===== src/verilog/ppe_pkg.sv =====
// constants for the port b/c pullup enable block
package ppe_pkg;
   localparam int ppe_addr_w = 16;
   localparam int ppe_port_w = 8;
   localparam logic [15:0] ppe_off_portb_pe = 16'h30f1;
   localparam logic [15:0] ppe_off_portc_pe = 16'h30f2;
   localparam logic [7:0] ppe_rst_pe = 8'h00;
   localparam logic [7:0] ppe_rd_unmapped = 8'h00;
   // pin direction encoding supplied by the rest of the port logic
   typedef enum logic [2:0] {
      ppe_dir_input = 3'b001,
      ppe_dir_output = 3'b010,
      ppe_dir_hiz = 3'b100
   } ppe_dir_t;
endpackage


===== src/verilog/ppe_enreg.sv =====
// one 8-bit pullup enable register, written on a strobe decoded by its parent
`timescale 1ns/1ps
module ppe_enreg (
   // clock and reset
   input wire logic i_clk,
   input wire logic i_srst,
   // write port
   input wire logic i_wr,
   input wire logic [7:0] i_wdata,
   // stored value
   output logic [7:0] o_q
);
   import ppe_pkg::*;
   logic [7:0] q_reg;
   logic [7:0] q_next;
   assign q_next = i_wr ? i_wdata : q_reg;
   always_ff @(posedge i_clk) begin
      if (i_srst) begin
         q_reg <= ppe_rst_pe;
      end else begin
         q_reg <= q_next;
      end
   end
   assign o_q = q_reg;
endmodule


===== src/verilog/ppe_gate.sv =====
// per-pin gating of pullup enables by pin direction
`timescale 1ns/1ps
module ppe_gate (
   // enables and pin state
   input wire logic [7:0] i_en,
   input wire logic [7:0] i_is_input,
   // gated pullup controls
   output logic [7:0] o_pull
);
   // pullup only acts on input pins
   assign o_pull = i_en & i_is_input; // [RULE4]
endmodule


===== src/verilog/ppe_top.sv =====
// port b and port c pullup enable registers and pullup controls
// Behaviour
// RULE1 - port b pullup enable register at 0x30f1, bit n for pin n
// RULE2 - each port b pin pullup driven independently by its own bit
// RULE3 - writing 1 enables a pullup, writing 0 disables it
// RULE4 - pullup stays off while pin is output or high impedance; pull output is registered and lags pin direction by one clock
// RULE5 - port c pullup enable register at 0x30f2, bit 7 for pin 7
// RULE6 - each port c bit controls its own pin, same encoding and gating
// RULE7 - reads return last written value; reset clears all enables
//
// The strobed register port was left to the implementer.
`timescale 1ns/1ps
module ppe_top (
   // clock and reset
   input wire logic i_clk,
   input wire logic i_srst,
   // register port
   input wire logic [ppe_pkg::ppe_addr_w-1:0] i_addr,
   input wire logic [7:0] i_wdata,
   input wire logic i_wr,
   input wire logic i_rd,
   output logic [7:0] o_rdata,
   // pin direction state from the data and direction logic
   input wire logic [7:0] i_portb_is_input,
   input wire logic [7:0] i_portc_is_input,
   // pullup controls to the pads
   output logic [7:0] o_port_b_pin_pull,
   output logic [7:0] o_port_c_pin_pull
);
   import ppe_pkg::*;

   logic [7:0] portb_pe;
   logic [7:0] portc_pe;
   logic [7:0] portb_gated;
   logic [7:0] portc_gated;
   logic [7:0] rdata_reg;
   logic [7:0] rdata_next;
   logic [7:0] pullb_reg;
   logic [7:0] pullc_reg;

   // address match shared by write and read decode
   function automatic logic ppe_hit(input logic [ppe_addr_w-1:0] addr, input logic [15:0] off);
      return addr == off;
   endfunction

   // address decode
   wire sel_b = ppe_hit(i_addr, ppe_off_portb_pe); // [RULE1]
   wire sel_c = ppe_hit(i_addr, ppe_off_portc_pe); // [RULE5]
   wire wr_b = i_wr & sel_b;
   wire wr_c = i_wr & sel_c;

   // per-pin enables by name
   wire portb_pull_en_bit0 = portb_pe[0];
   wire portb_pull_en_bit1 = portb_pe[1];
   wire portb_pull_en_bit2 = portb_pe[2];
   wire portb_pull_en_bit3 = portb_pe[3];
   wire portb_pull_en_bit4 = portb_pe[4];
   wire portb_pull_en_bit5 = portb_pe[5];
   wire portb_pull_en_bit6 = portb_pe[6];
   wire portb_pull_en_bit7 = portb_pe[7];
   wire portc_pull_en_bit0 = portc_pe[0];
   wire portc_pull_en_bit1 = portc_pe[1];
   wire portc_pull_en_bit2 = portc_pe[2];
   wire portc_pull_en_bit3 = portc_pe[3];
   wire portc_pull_en_bit4 = portc_pe[4];
   wire portc_pull_en_bit5 = portc_pe[5];
   wire portc_pull_en_bit6 = portc_pe[6];
   wire portc_pull_en_bit7 = portc_pe[7];

   // enable storage, 1 enables and 0 disables
   ppe_enreg u_portb (
      .i_clk(i_clk),
      .i_srst(i_srst),
      .i_wr(wr_b), // [RULE3]
      .i_wdata(i_wdata),
      .o_q(portb_pe)
   );
   ppe_enreg u_portc (
      .i_clk(i_clk),
      .i_srst(i_srst),
      .i_wr(wr_c), // [RULE6]
      .i_wdata(i_wdata),
      .o_q(portc_pe)
   );

   // direction gating per pin
   ppe_gate u_gate_b (
      .i_en(portb_pe), // [RULE2]
      .i_is_input(i_portb_is_input),
      .o_pull(portb_gated)
   );
   ppe_gate u_gate_c (
      .i_en(portc_pe), // [RULE6]
      .i_is_input(i_portc_is_input),
      .o_pull(portc_gated)
   );

   // read mux, unmapped reads return zero
   assign rdata_next = !i_rd ? ppe_rd_unmapped :
                       sel_b ? portb_pe :
                       sel_c ? portc_pe : ppe_rd_unmapped; // [RULE7]

   always_ff @(posedge i_clk) begin
      if (i_srst) begin
         rdata_reg <= ppe_rst_pe;
         pullb_reg <= ppe_rst_pe; // [RULE7]
         pullc_reg <= ppe_rst_pe;
      end else begin
         rdata_reg <= rdata_next;
         pullb_reg <= portb_gated; // [RULE2] [RULE4]
         pullc_reg <= portc_gated; // [RULE5]
      end
   end

   assign o_rdata = rdata_reg;
   assign o_port_b_pin_pull = pullb_reg;
   assign o_port_c_pin_pull = pullc_reg;

   // checks
   property p_wr_b_reads_back;
      @(posedge i_clk) disable iff (i_srst)
      (i_wr && sel_b) ##1 (i_rd && sel_b && !i_wr) |=> (o_rdata == $past(i_wdata, 2));
   endproperty
   a_wr_b_reads_back: assert property (p_wr_b_reads_back) else $error("port b readback"); // [RULE1]

   property p_wr_c_reads_back;
      @(posedge i_clk) disable iff (i_srst)
      (i_wr && sel_c) ##1 (i_rd && sel_c && !i_wr) |=> (o_rdata == $past(i_wdata, 2));
   endproperty
   a_wr_c_reads_back: assert property (p_wr_c_reads_back) else $error("port c readback"); // [RULE5]

   property p_pull_b_follows;
      @(posedge i_clk) disable iff (i_srst)
      (i_wr && sel_b) ##1 ($stable(i_portb_is_input) && !(i_wr && sel_b)) |=>
         (o_port_b_pin_pull == ($past(i_wdata, 2) & $past(i_portb_is_input)));
   endproperty
   a_pull_b_follows: assert property (p_pull_b_follows) else $error("port b pull"); // [RULE2]

   property p_pull_c7_follows;
      @(posedge i_clk) disable iff (i_srst)
      (i_wr && sel_c) ##1 ($stable(i_portc_is_input) && !(i_wr && sel_c)) |=>
         (o_port_c_pin_pull[7] == ($past(i_wdata[7], 2) & $past(i_portc_is_input[7])));
   endproperty
   a_pull_c7_follows: assert property (p_pull_c7_follows) else $error("port c pin 7 pull"); // [RULE5]

   property p_write_one_enables;
      @(posedge i_clk) disable iff (i_srst)
      (i_wr && sel_b && i_wdata[0]) |=> portb_pe[0];
   endproperty
   a_write_one_enables: assert property (p_write_one_enables) else $error("bit not set"); // [RULE3]

   property p_write_zero_disables;
      @(posedge i_clk) disable iff (i_srst)
      (i_wr && sel_c && !i_wdata[3]) |=> !portc_pe[3] ##1 !o_port_c_pin_pull[3];
   endproperty
   a_write_zero_disables: assert property (p_write_zero_disables) else $error("bit not clear"); // [RULE6]

   property p_output_no_pull;
      @(posedge i_clk) disable iff (i_srst)
      $past(i_portb_is_input) == 8'h00 |-> o_port_b_pin_pull == 8'h00;
   endproperty
   a_output_no_pull: assert property (p_output_no_pull) else $error("pull on output"); // [RULE4]

   property p_reset_clears;
      @(posedge i_clk)
      i_srst |=> (portb_pe == 8'h00 && portc_pe == 8'h00 && o_port_b_pin_pull == 8'h00);
   endproperty
   a_reset_clears: assert property (p_reset_clears) else $error("reset not cleared"); // [RULE7]

   property p_idle_read_zero;
      @(posedge i_clk) disable iff (i_srst)
      !i_rd |=> (o_rdata == 8'h00);
   endproperty
   a_idle_read_zero: assert property (p_idle_read_zero) else $error("rdata not zero"); // [RULE7]

   property p_stray_wr_kept;
      @(posedge i_clk) disable iff (i_srst)
      (i_wr && !sel_b && !sel_c) |=>
         ($stable(portb_pe) && $stable(portc_pe));
   endproperty
   a_stray_wr_kept: assert property (p_stray_wr_kept) else $error("stray write landed"); // [RULE1]

   property p_stray_rd_zero;
      @(posedge i_clk) disable iff (i_srst)
      (i_rd && !sel_b && !sel_c) |=>
         (o_rdata == 8'h00);
   endproperty
   a_stray_rd_zero: assert property (p_stray_rd_zero) else $error("unmapped read data"); // [RULE7]

   property p_read_b_value;
      @(posedge i_clk) disable iff (i_srst)
      (i_rd && sel_b) |=>
         (o_rdata == $past(portb_pe));
   endproperty
   a_read_b_value: assert property (p_read_b_value) else $error("port b read data"); // [RULE7]

   property p_read_c_value;
      @(posedge i_clk) disable iff (i_srst)
      (i_rd && sel_c) |=>
         (o_rdata == $past(portc_pe));
   endproperty
   a_read_c_value: assert property (p_read_c_value) else $error("port c read data"); // [RULE7]

   property p_wr_b_keeps_c;
      @(posedge i_clk) disable iff (i_srst)
      (i_wr && sel_b) |=>
         $stable(portc_pe);
   endproperty
   a_wr_b_keeps_c: assert property (p_wr_b_keeps_c) else $error("port b write hit port c"); // [RULE2]

   property p_pull_b_bit0;
      @(posedge i_clk) disable iff (i_srst)
      !$past(i_srst) |->
         (o_port_b_pin_pull[0] == $past(portb_pull_en_bit0 & i_portb_is_input[0]));
   endproperty
   a_pull_b_bit0: assert property (p_pull_b_bit0) else $error("port b pin 0 pull"); // [RULE2]

   property p_pull_b_bit1;
      @(posedge i_clk) disable iff (i_srst)
      !$past(i_srst) |->
         (o_port_b_pin_pull[1] == $past(portb_pull_en_bit1 & i_portb_is_input[1]));
   endproperty
   a_pull_b_bit1: assert property (p_pull_b_bit1) else $error("port b pin 1 pull"); // [RULE2]

   property p_pull_b_bit2;
      @(posedge i_clk) disable iff (i_srst)
      !$past(i_srst) |->
         (o_port_b_pin_pull[2] == $past(portb_pull_en_bit2 & i_portb_is_input[2]));
   endproperty
   a_pull_b_bit2: assert property (p_pull_b_bit2) else $error("port b pin 2 pull"); // [RULE2]

   property p_pull_b_bit3;
      @(posedge i_clk) disable iff (i_srst)
      !$past(i_srst) |->
         (o_port_b_pin_pull[3] == $past(portb_pull_en_bit3 & i_portb_is_input[3]));
   endproperty
   a_pull_b_bit3: assert property (p_pull_b_bit3) else $error("port b pin 3 pull"); // [RULE2]

   property p_pull_b_bit4;
      @(posedge i_clk) disable iff (i_srst)
      !$past(i_srst) |->
         (o_port_b_pin_pull[4] == $past(portb_pull_en_bit4 & i_portb_is_input[4]));
   endproperty
   a_pull_b_bit4: assert property (p_pull_b_bit4) else $error("port b pin 4 pull"); // [RULE2]

   property p_pull_b_bit5;
      @(posedge i_clk) disable iff (i_srst)
      !$past(i_srst) |->
         (o_port_b_pin_pull[5] == $past(portb_pull_en_bit5 & i_portb_is_input[5]));
   endproperty
   a_pull_b_bit5: assert property (p_pull_b_bit5) else $error("port b pin 5 pull"); // [RULE2]

   property p_pull_b_bit6;
      @(posedge i_clk) disable iff (i_srst)
      !$past(i_srst) |->
         (o_port_b_pin_pull[6] == $past(portb_pull_en_bit6 & i_portb_is_input[6]));
   endproperty
   a_pull_b_bit6: assert property (p_pull_b_bit6) else $error("port b pin 6 pull"); // [RULE2]

   property p_pull_b_bit7;
      @(posedge i_clk) disable iff (i_srst)
      !$past(i_srst) |->
         (o_port_b_pin_pull[7] == $past(portb_pull_en_bit7 & i_portb_is_input[7]));
   endproperty
   a_pull_b_bit7: assert property (p_pull_b_bit7) else $error("port b pin 7 pull"); // [RULE2]

   property p_pull_c_bit0;
      @(posedge i_clk) disable iff (i_srst)
      !$past(i_srst) |->
         (o_port_c_pin_pull[0] == $past(portc_pull_en_bit0 & i_portc_is_input[0]));
   endproperty
   a_pull_c_bit0: assert property (p_pull_c_bit0) else $error("port c pin 0 pull"); // [RULE6]

   property p_pull_c_bit1;
      @(posedge i_clk) disable iff (i_srst)
      !$past(i_srst) |->
         (o_port_c_pin_pull[1] == $past(portc_pull_en_bit1 & i_portc_is_input[1]));
   endproperty
   a_pull_c_bit1: assert property (p_pull_c_bit1) else $error("port c pin 1 pull"); // [RULE6]

   property p_pull_c_bit2;
      @(posedge i_clk) disable iff (i_srst)
      !$past(i_srst) |->
         (o_port_c_pin_pull[2] == $past(portc_pull_en_bit2 & i_portc_is_input[2]));
   endproperty
   a_pull_c_bit2: assert property (p_pull_c_bit2) else $error("port c pin 2 pull"); // [RULE6]

   property p_pull_c_bit3;
      @(posedge i_clk) disable iff (i_srst)
      !$past(i_srst) |->
         (o_port_c_pin_pull[3] == $past(portc_pull_en_bit3 & i_portc_is_input[3]));
   endproperty
   a_pull_c_bit3: assert property (p_pull_c_bit3) else $error("port c pin 3 pull"); // [RULE6]

   property p_pull_c_bit4;
      @(posedge i_clk) disable iff (i_srst)
      !$past(i_srst) |->
         (o_port_c_pin_pull[4] == $past(portc_pull_en_bit4 & i_portc_is_input[4]));
   endproperty
   a_pull_c_bit4: assert property (p_pull_c_bit4) else $error("port c pin 4 pull"); // [RULE6]

   property p_pull_c_bit5;
      @(posedge i_clk) disable iff (i_srst)
      !$past(i_srst) |->
         (o_port_c_pin_pull[5] == $past(portc_pull_en_bit5 & i_portc_is_input[5]));
   endproperty
   a_pull_c_bit5: assert property (p_pull_c_bit5) else $error("port c pin 5 pull"); // [RULE6]

   property p_pull_c_bit6;
      @(posedge i_clk) disable iff (i_srst)
      !$past(i_srst) |->
         (o_port_c_pin_pull[6] == $past(portc_pull_en_bit6 & i_portc_is_input[6]));
   endproperty
   a_pull_c_bit6: assert property (p_pull_c_bit6) else $error("port c pin 6 pull"); // [RULE6]

   property p_pull_c_bit7;
      @(posedge i_clk) disable iff (i_srst)
      !$past(i_srst) |->
         (o_port_c_pin_pull[7] == $past(portc_pull_en_bit7 & i_portc_is_input[7]));
   endproperty
   a_pull_c_bit7: assert property (p_pull_c_bit7) else $error("port c pin 7 pull"); // [RULE5]
endmodule


===== config.mk =====
export PLATFORM = sky130hd
export DESIGN_NAME = ppe_top
export DESIGN_NICKNAME = d
export VERILOG_FILES = /design/src/verilog/ppe_pkg.sv /design/src/verilog/ppe_enreg.sv /design/src/verilog/ppe_gate.sv /design/src/verilog/ppe_top.sv
export SDC_FILE = /design/constraint.sdc
export NUM_CORES = 1
export LEC_CHECK = 0
export BUFFER_PORTS_ARGS = -buffer_cell sky130_fd_sc_hd__buf_2
export CORE_MARGIN = 2
export CORE_UTILIZATION = 41
export CTS_CLUSTER_SIZE = 10
export DETAILED_ROUTE_END_ITERATION = 7
export PLACE_DENSITY = 0.73
export SKIP_CTS_REPAIR_TIMING = 1
export SYNTH_ARGS = -nofsm -noshare
export SYNTH_HDL_FRONTEND = slang
export SYNTH_SLANG_ARGS = --single-unit

===== constraint.sdc =====
create_clock -name i_clk -period 1.2 [get_ports i_clk]
set_clock_uncertainty 0.05 [all_clocks]
set_input_delay 0.12 -clock i_clk [delete_from_list [all_inputs] [get_ports i_clk]]
set_output_delay 0.12 -clock i_clk [all_outputs]
set_load 0.1 [all_outputs]

==> results.yml <==
synth:
  netlist_instances: 151
  syn_area_per_cell_um2: 9.69
  yosysWarnings: 0
  synthAdderAreaFrac_pct: 0
  syn_area_um2: 1460
  postSynthNetCount: 195
  yosysSeqAreaShare_pct: 54.7
  synth_top_family_by_area: "simple AND/OR/NAND/NOR gates"
  synth_simple_gate_area_share_pct: 23.3
  muxShareOfSynthArea_pct: 0
  synth-compound-area-share_pct: 15.1
  ys_ff_latch: 40
  ys_types: 21
  synth-xor-area-share_pct: 0
layout:
  final_common_cell: "buf_2"
  fill_cells: 251
  nets: 290
  utilization_pct: 69.4
  multi_input_area_um2: 573
  layout.cells.most_common_list: "43 x buf_2, 40 x dfxtp_1, 24 x dlygate4sd3_1, 17 x nor2_1"
  area_growth_pct: 60.8
  seq_area_um2: 801
  diodes: 0
  drive_gt1_share_pct: 34.8
critical_path:
  path_class: "flop to primary output"
  cp_top_family: "flip-flops"
  crit_path_top_delay_cell: "dfxtp_1"
  end_kind: "primary output"
  path_max_fanout: 1
  required_ns: 1.03
  arrival_ns: 1.02
  slowest_delay_ns: 0.34
  crit_path_start_kind: "flop"
  critPathBufInv: 1
  crit_path_cell_trace: "clkbuf_4"
sta:
  finalSetupTns_ns: 0
  finalSetupViolCount: 0
  fin_crit_sh_pct: 99.3
  timing.max_slew.rel_slack_pct: 73.4
  final-max-slew-violation-count: 0
  hold_viol: 0
  worst_pin_slew_ns: 0.398
  finalCriticalPeriod_ns: 1.19
  max_freq_mhz: 839
global_routing:
  grt.overflow.total: 0
  grt_max_degree: 33
  grt_antenna_before_repair: 0
  grt_pass1_vias: 1218
  grt_pass1_wl_um: 5360
  track_usage_pct: 17.0
job:
  timing.max_cap.violations: 0
clock_network:
  cts_buffer_depth: 2
  h-tree-depth: 2
  clk_latency_ns: 0.35
  cts.sinks: 40
  cts_tree: "yes"
  cts_made_buffers: 5
  clk_pin_slew_ns: 0.11
  cts_root_buf: "clkbuf_4"
place:
  io_buffers: 67
  hpwl_um: 2460
  routabilityCongestion: 0.785
route:
  ant_nets: 0
  drt_wl_total_um: 3850
  wl_per_cell_um: 13.1
  vias_per_cell: 4.99
  num_vias: 1462
  dr.pass1.iters: 4
  drc: 0
  initialDrtViolationCount: 61
pwr:
  power_density_nw_per_um2: 946
  peakVddDrop_uv: 552
  power.leakage_nw: 0.970
die:
  die_x_um: 63.7
  dieArea_um2: 4060
  boundaryPins: 68
  core_area_um2: 3390
  initial_core_util_pct: 43.2
  num_rows: 21
  dieHeight_um: 63.7
outcome:
  outcome: "finished clean"
hold_path:
  min_path_type: "input port to flop"
state kept, by name, summed over array words and instances, names as in the netlist:
| name | cells |
|---|---|
| u_portb.o_q | 8 |
| o_rdata | 8 |
| o_port_c_pin_pull | 8 |
| o_port_b_pin_pull | 8 |
| u_portc.o_q | 8 |
where the power goes:
group / switching [mW] / total (mW) / leakage (nW) / internal [mW]
clock: 0.408 / 0.697 / 0.0326 / 0.289
combinational: 0.0806 / 0.200 / 0.616 / 0.120
sequential: 0.00000408 / 1.33 / 0.322 / 1.33
total: 0.489 / 2.22 / 0.970 / 1.74
cell families after synthesis:
kind of cell | after synthesis
flip-flops | 40
buffers and inverters | 12
AND/OR/NAND/NOR | 59
AO/OA/AOI/OAI | 40
final timing paths:
kind,start,end,slack (ns),cells after the start
setup / recovery,o_port_b_pin_pull[7]$_SDFF_PP0_,o_port_b_pin_pull[7],0.008,1
hold reg to reg,u_portb.o_q[1]$_SDFFE_PP0P_,o_port_b_pin_pull[1]$_SDFF_PP0_,0.40,2
setup reg to reg,u_portc.o_q[1]$_SDFFE_PP0P_,u_portc.o_q[1]$_SDFFE_PP0P_,0.41,2
hold / removal,i_srst,o_port_b_pin_pull[3]$_SDFF_PP0_,0.11,3
area by class of cell:
cell class	instances	share of cell area, %
Clock buffer	8	2.50
Sequential cell	40	34.0
Tap cell	46	2.45
Multi-Input combinational cell	99	24.4
Timing Repair Buffer	99	36.5
Inverter	1	0.160
metrics by stage:
stage,cells,total power [mW],setup WS (ns),hold slack (ns),cell area [um^2]
2_1_floorplan,151,1.40,0.0209,0.191,1480
3_3_place_gp,261,1.49,-0.0839,0.292,2020
3_5_place_dp,261,1.49,-0.129,0.295,2020
4_1_cts,269,2.17,-0.0705,-0.0734,2080
5_1_grt,293,2.31,-0.0249,0.110,2350
6_report,293,2.22,0.00791,0.105,2350
cell usage after synthesis:
master | instances | area share, %
nand3_2 | 1 | 0.68
a22oi_1 | 8 | 4.1
clkbuf_1 | 4 | 1.0
nand4_1 | 2 | 0.86
buf_12 | 2 | 2.7
nand2_1 | 9 | 2.3
and4bb_2 | 1 | 0.86
and3b_1 | 7 | 4.2
buf_2 | 1 | 0.34
nor2_1 | 17 | 4.4
inv_1 | 1 | 0.26
dfxtp_1 | 40 | 55
buf_6 | 3 | 2.3
nor4_4 | 1 | 1.5
buf_1 | 1 | 0.26
nand3_1 | 15 | 5.1
a21oi_1 | 16 | 5.5
and4_1 | 3 | 1.8
o21ai_0 | 16 | 5.5
nand2b_1 | 1 | 0.43
nor4b_1 | 2 | 1.2
worst register-to-register path: stages, from the launching register on:
cell     delay, ns
dfxtp_1       0.41
o21ai_0       0.12
a21oi_1       0.15
metal layers:
layer,routed length (um),part of all wire (%),vias to the layer above,global-route usage (%)
met3,250,6.5,9,4.40
li1,-,-,728,-
met2,1920,50,70,27.8
met4,104,2.7,0,8.97
met1,1580,41,655,20.5
met5,0,0,-,0
No activity file was read; power rests on OpenSTA's default activity.
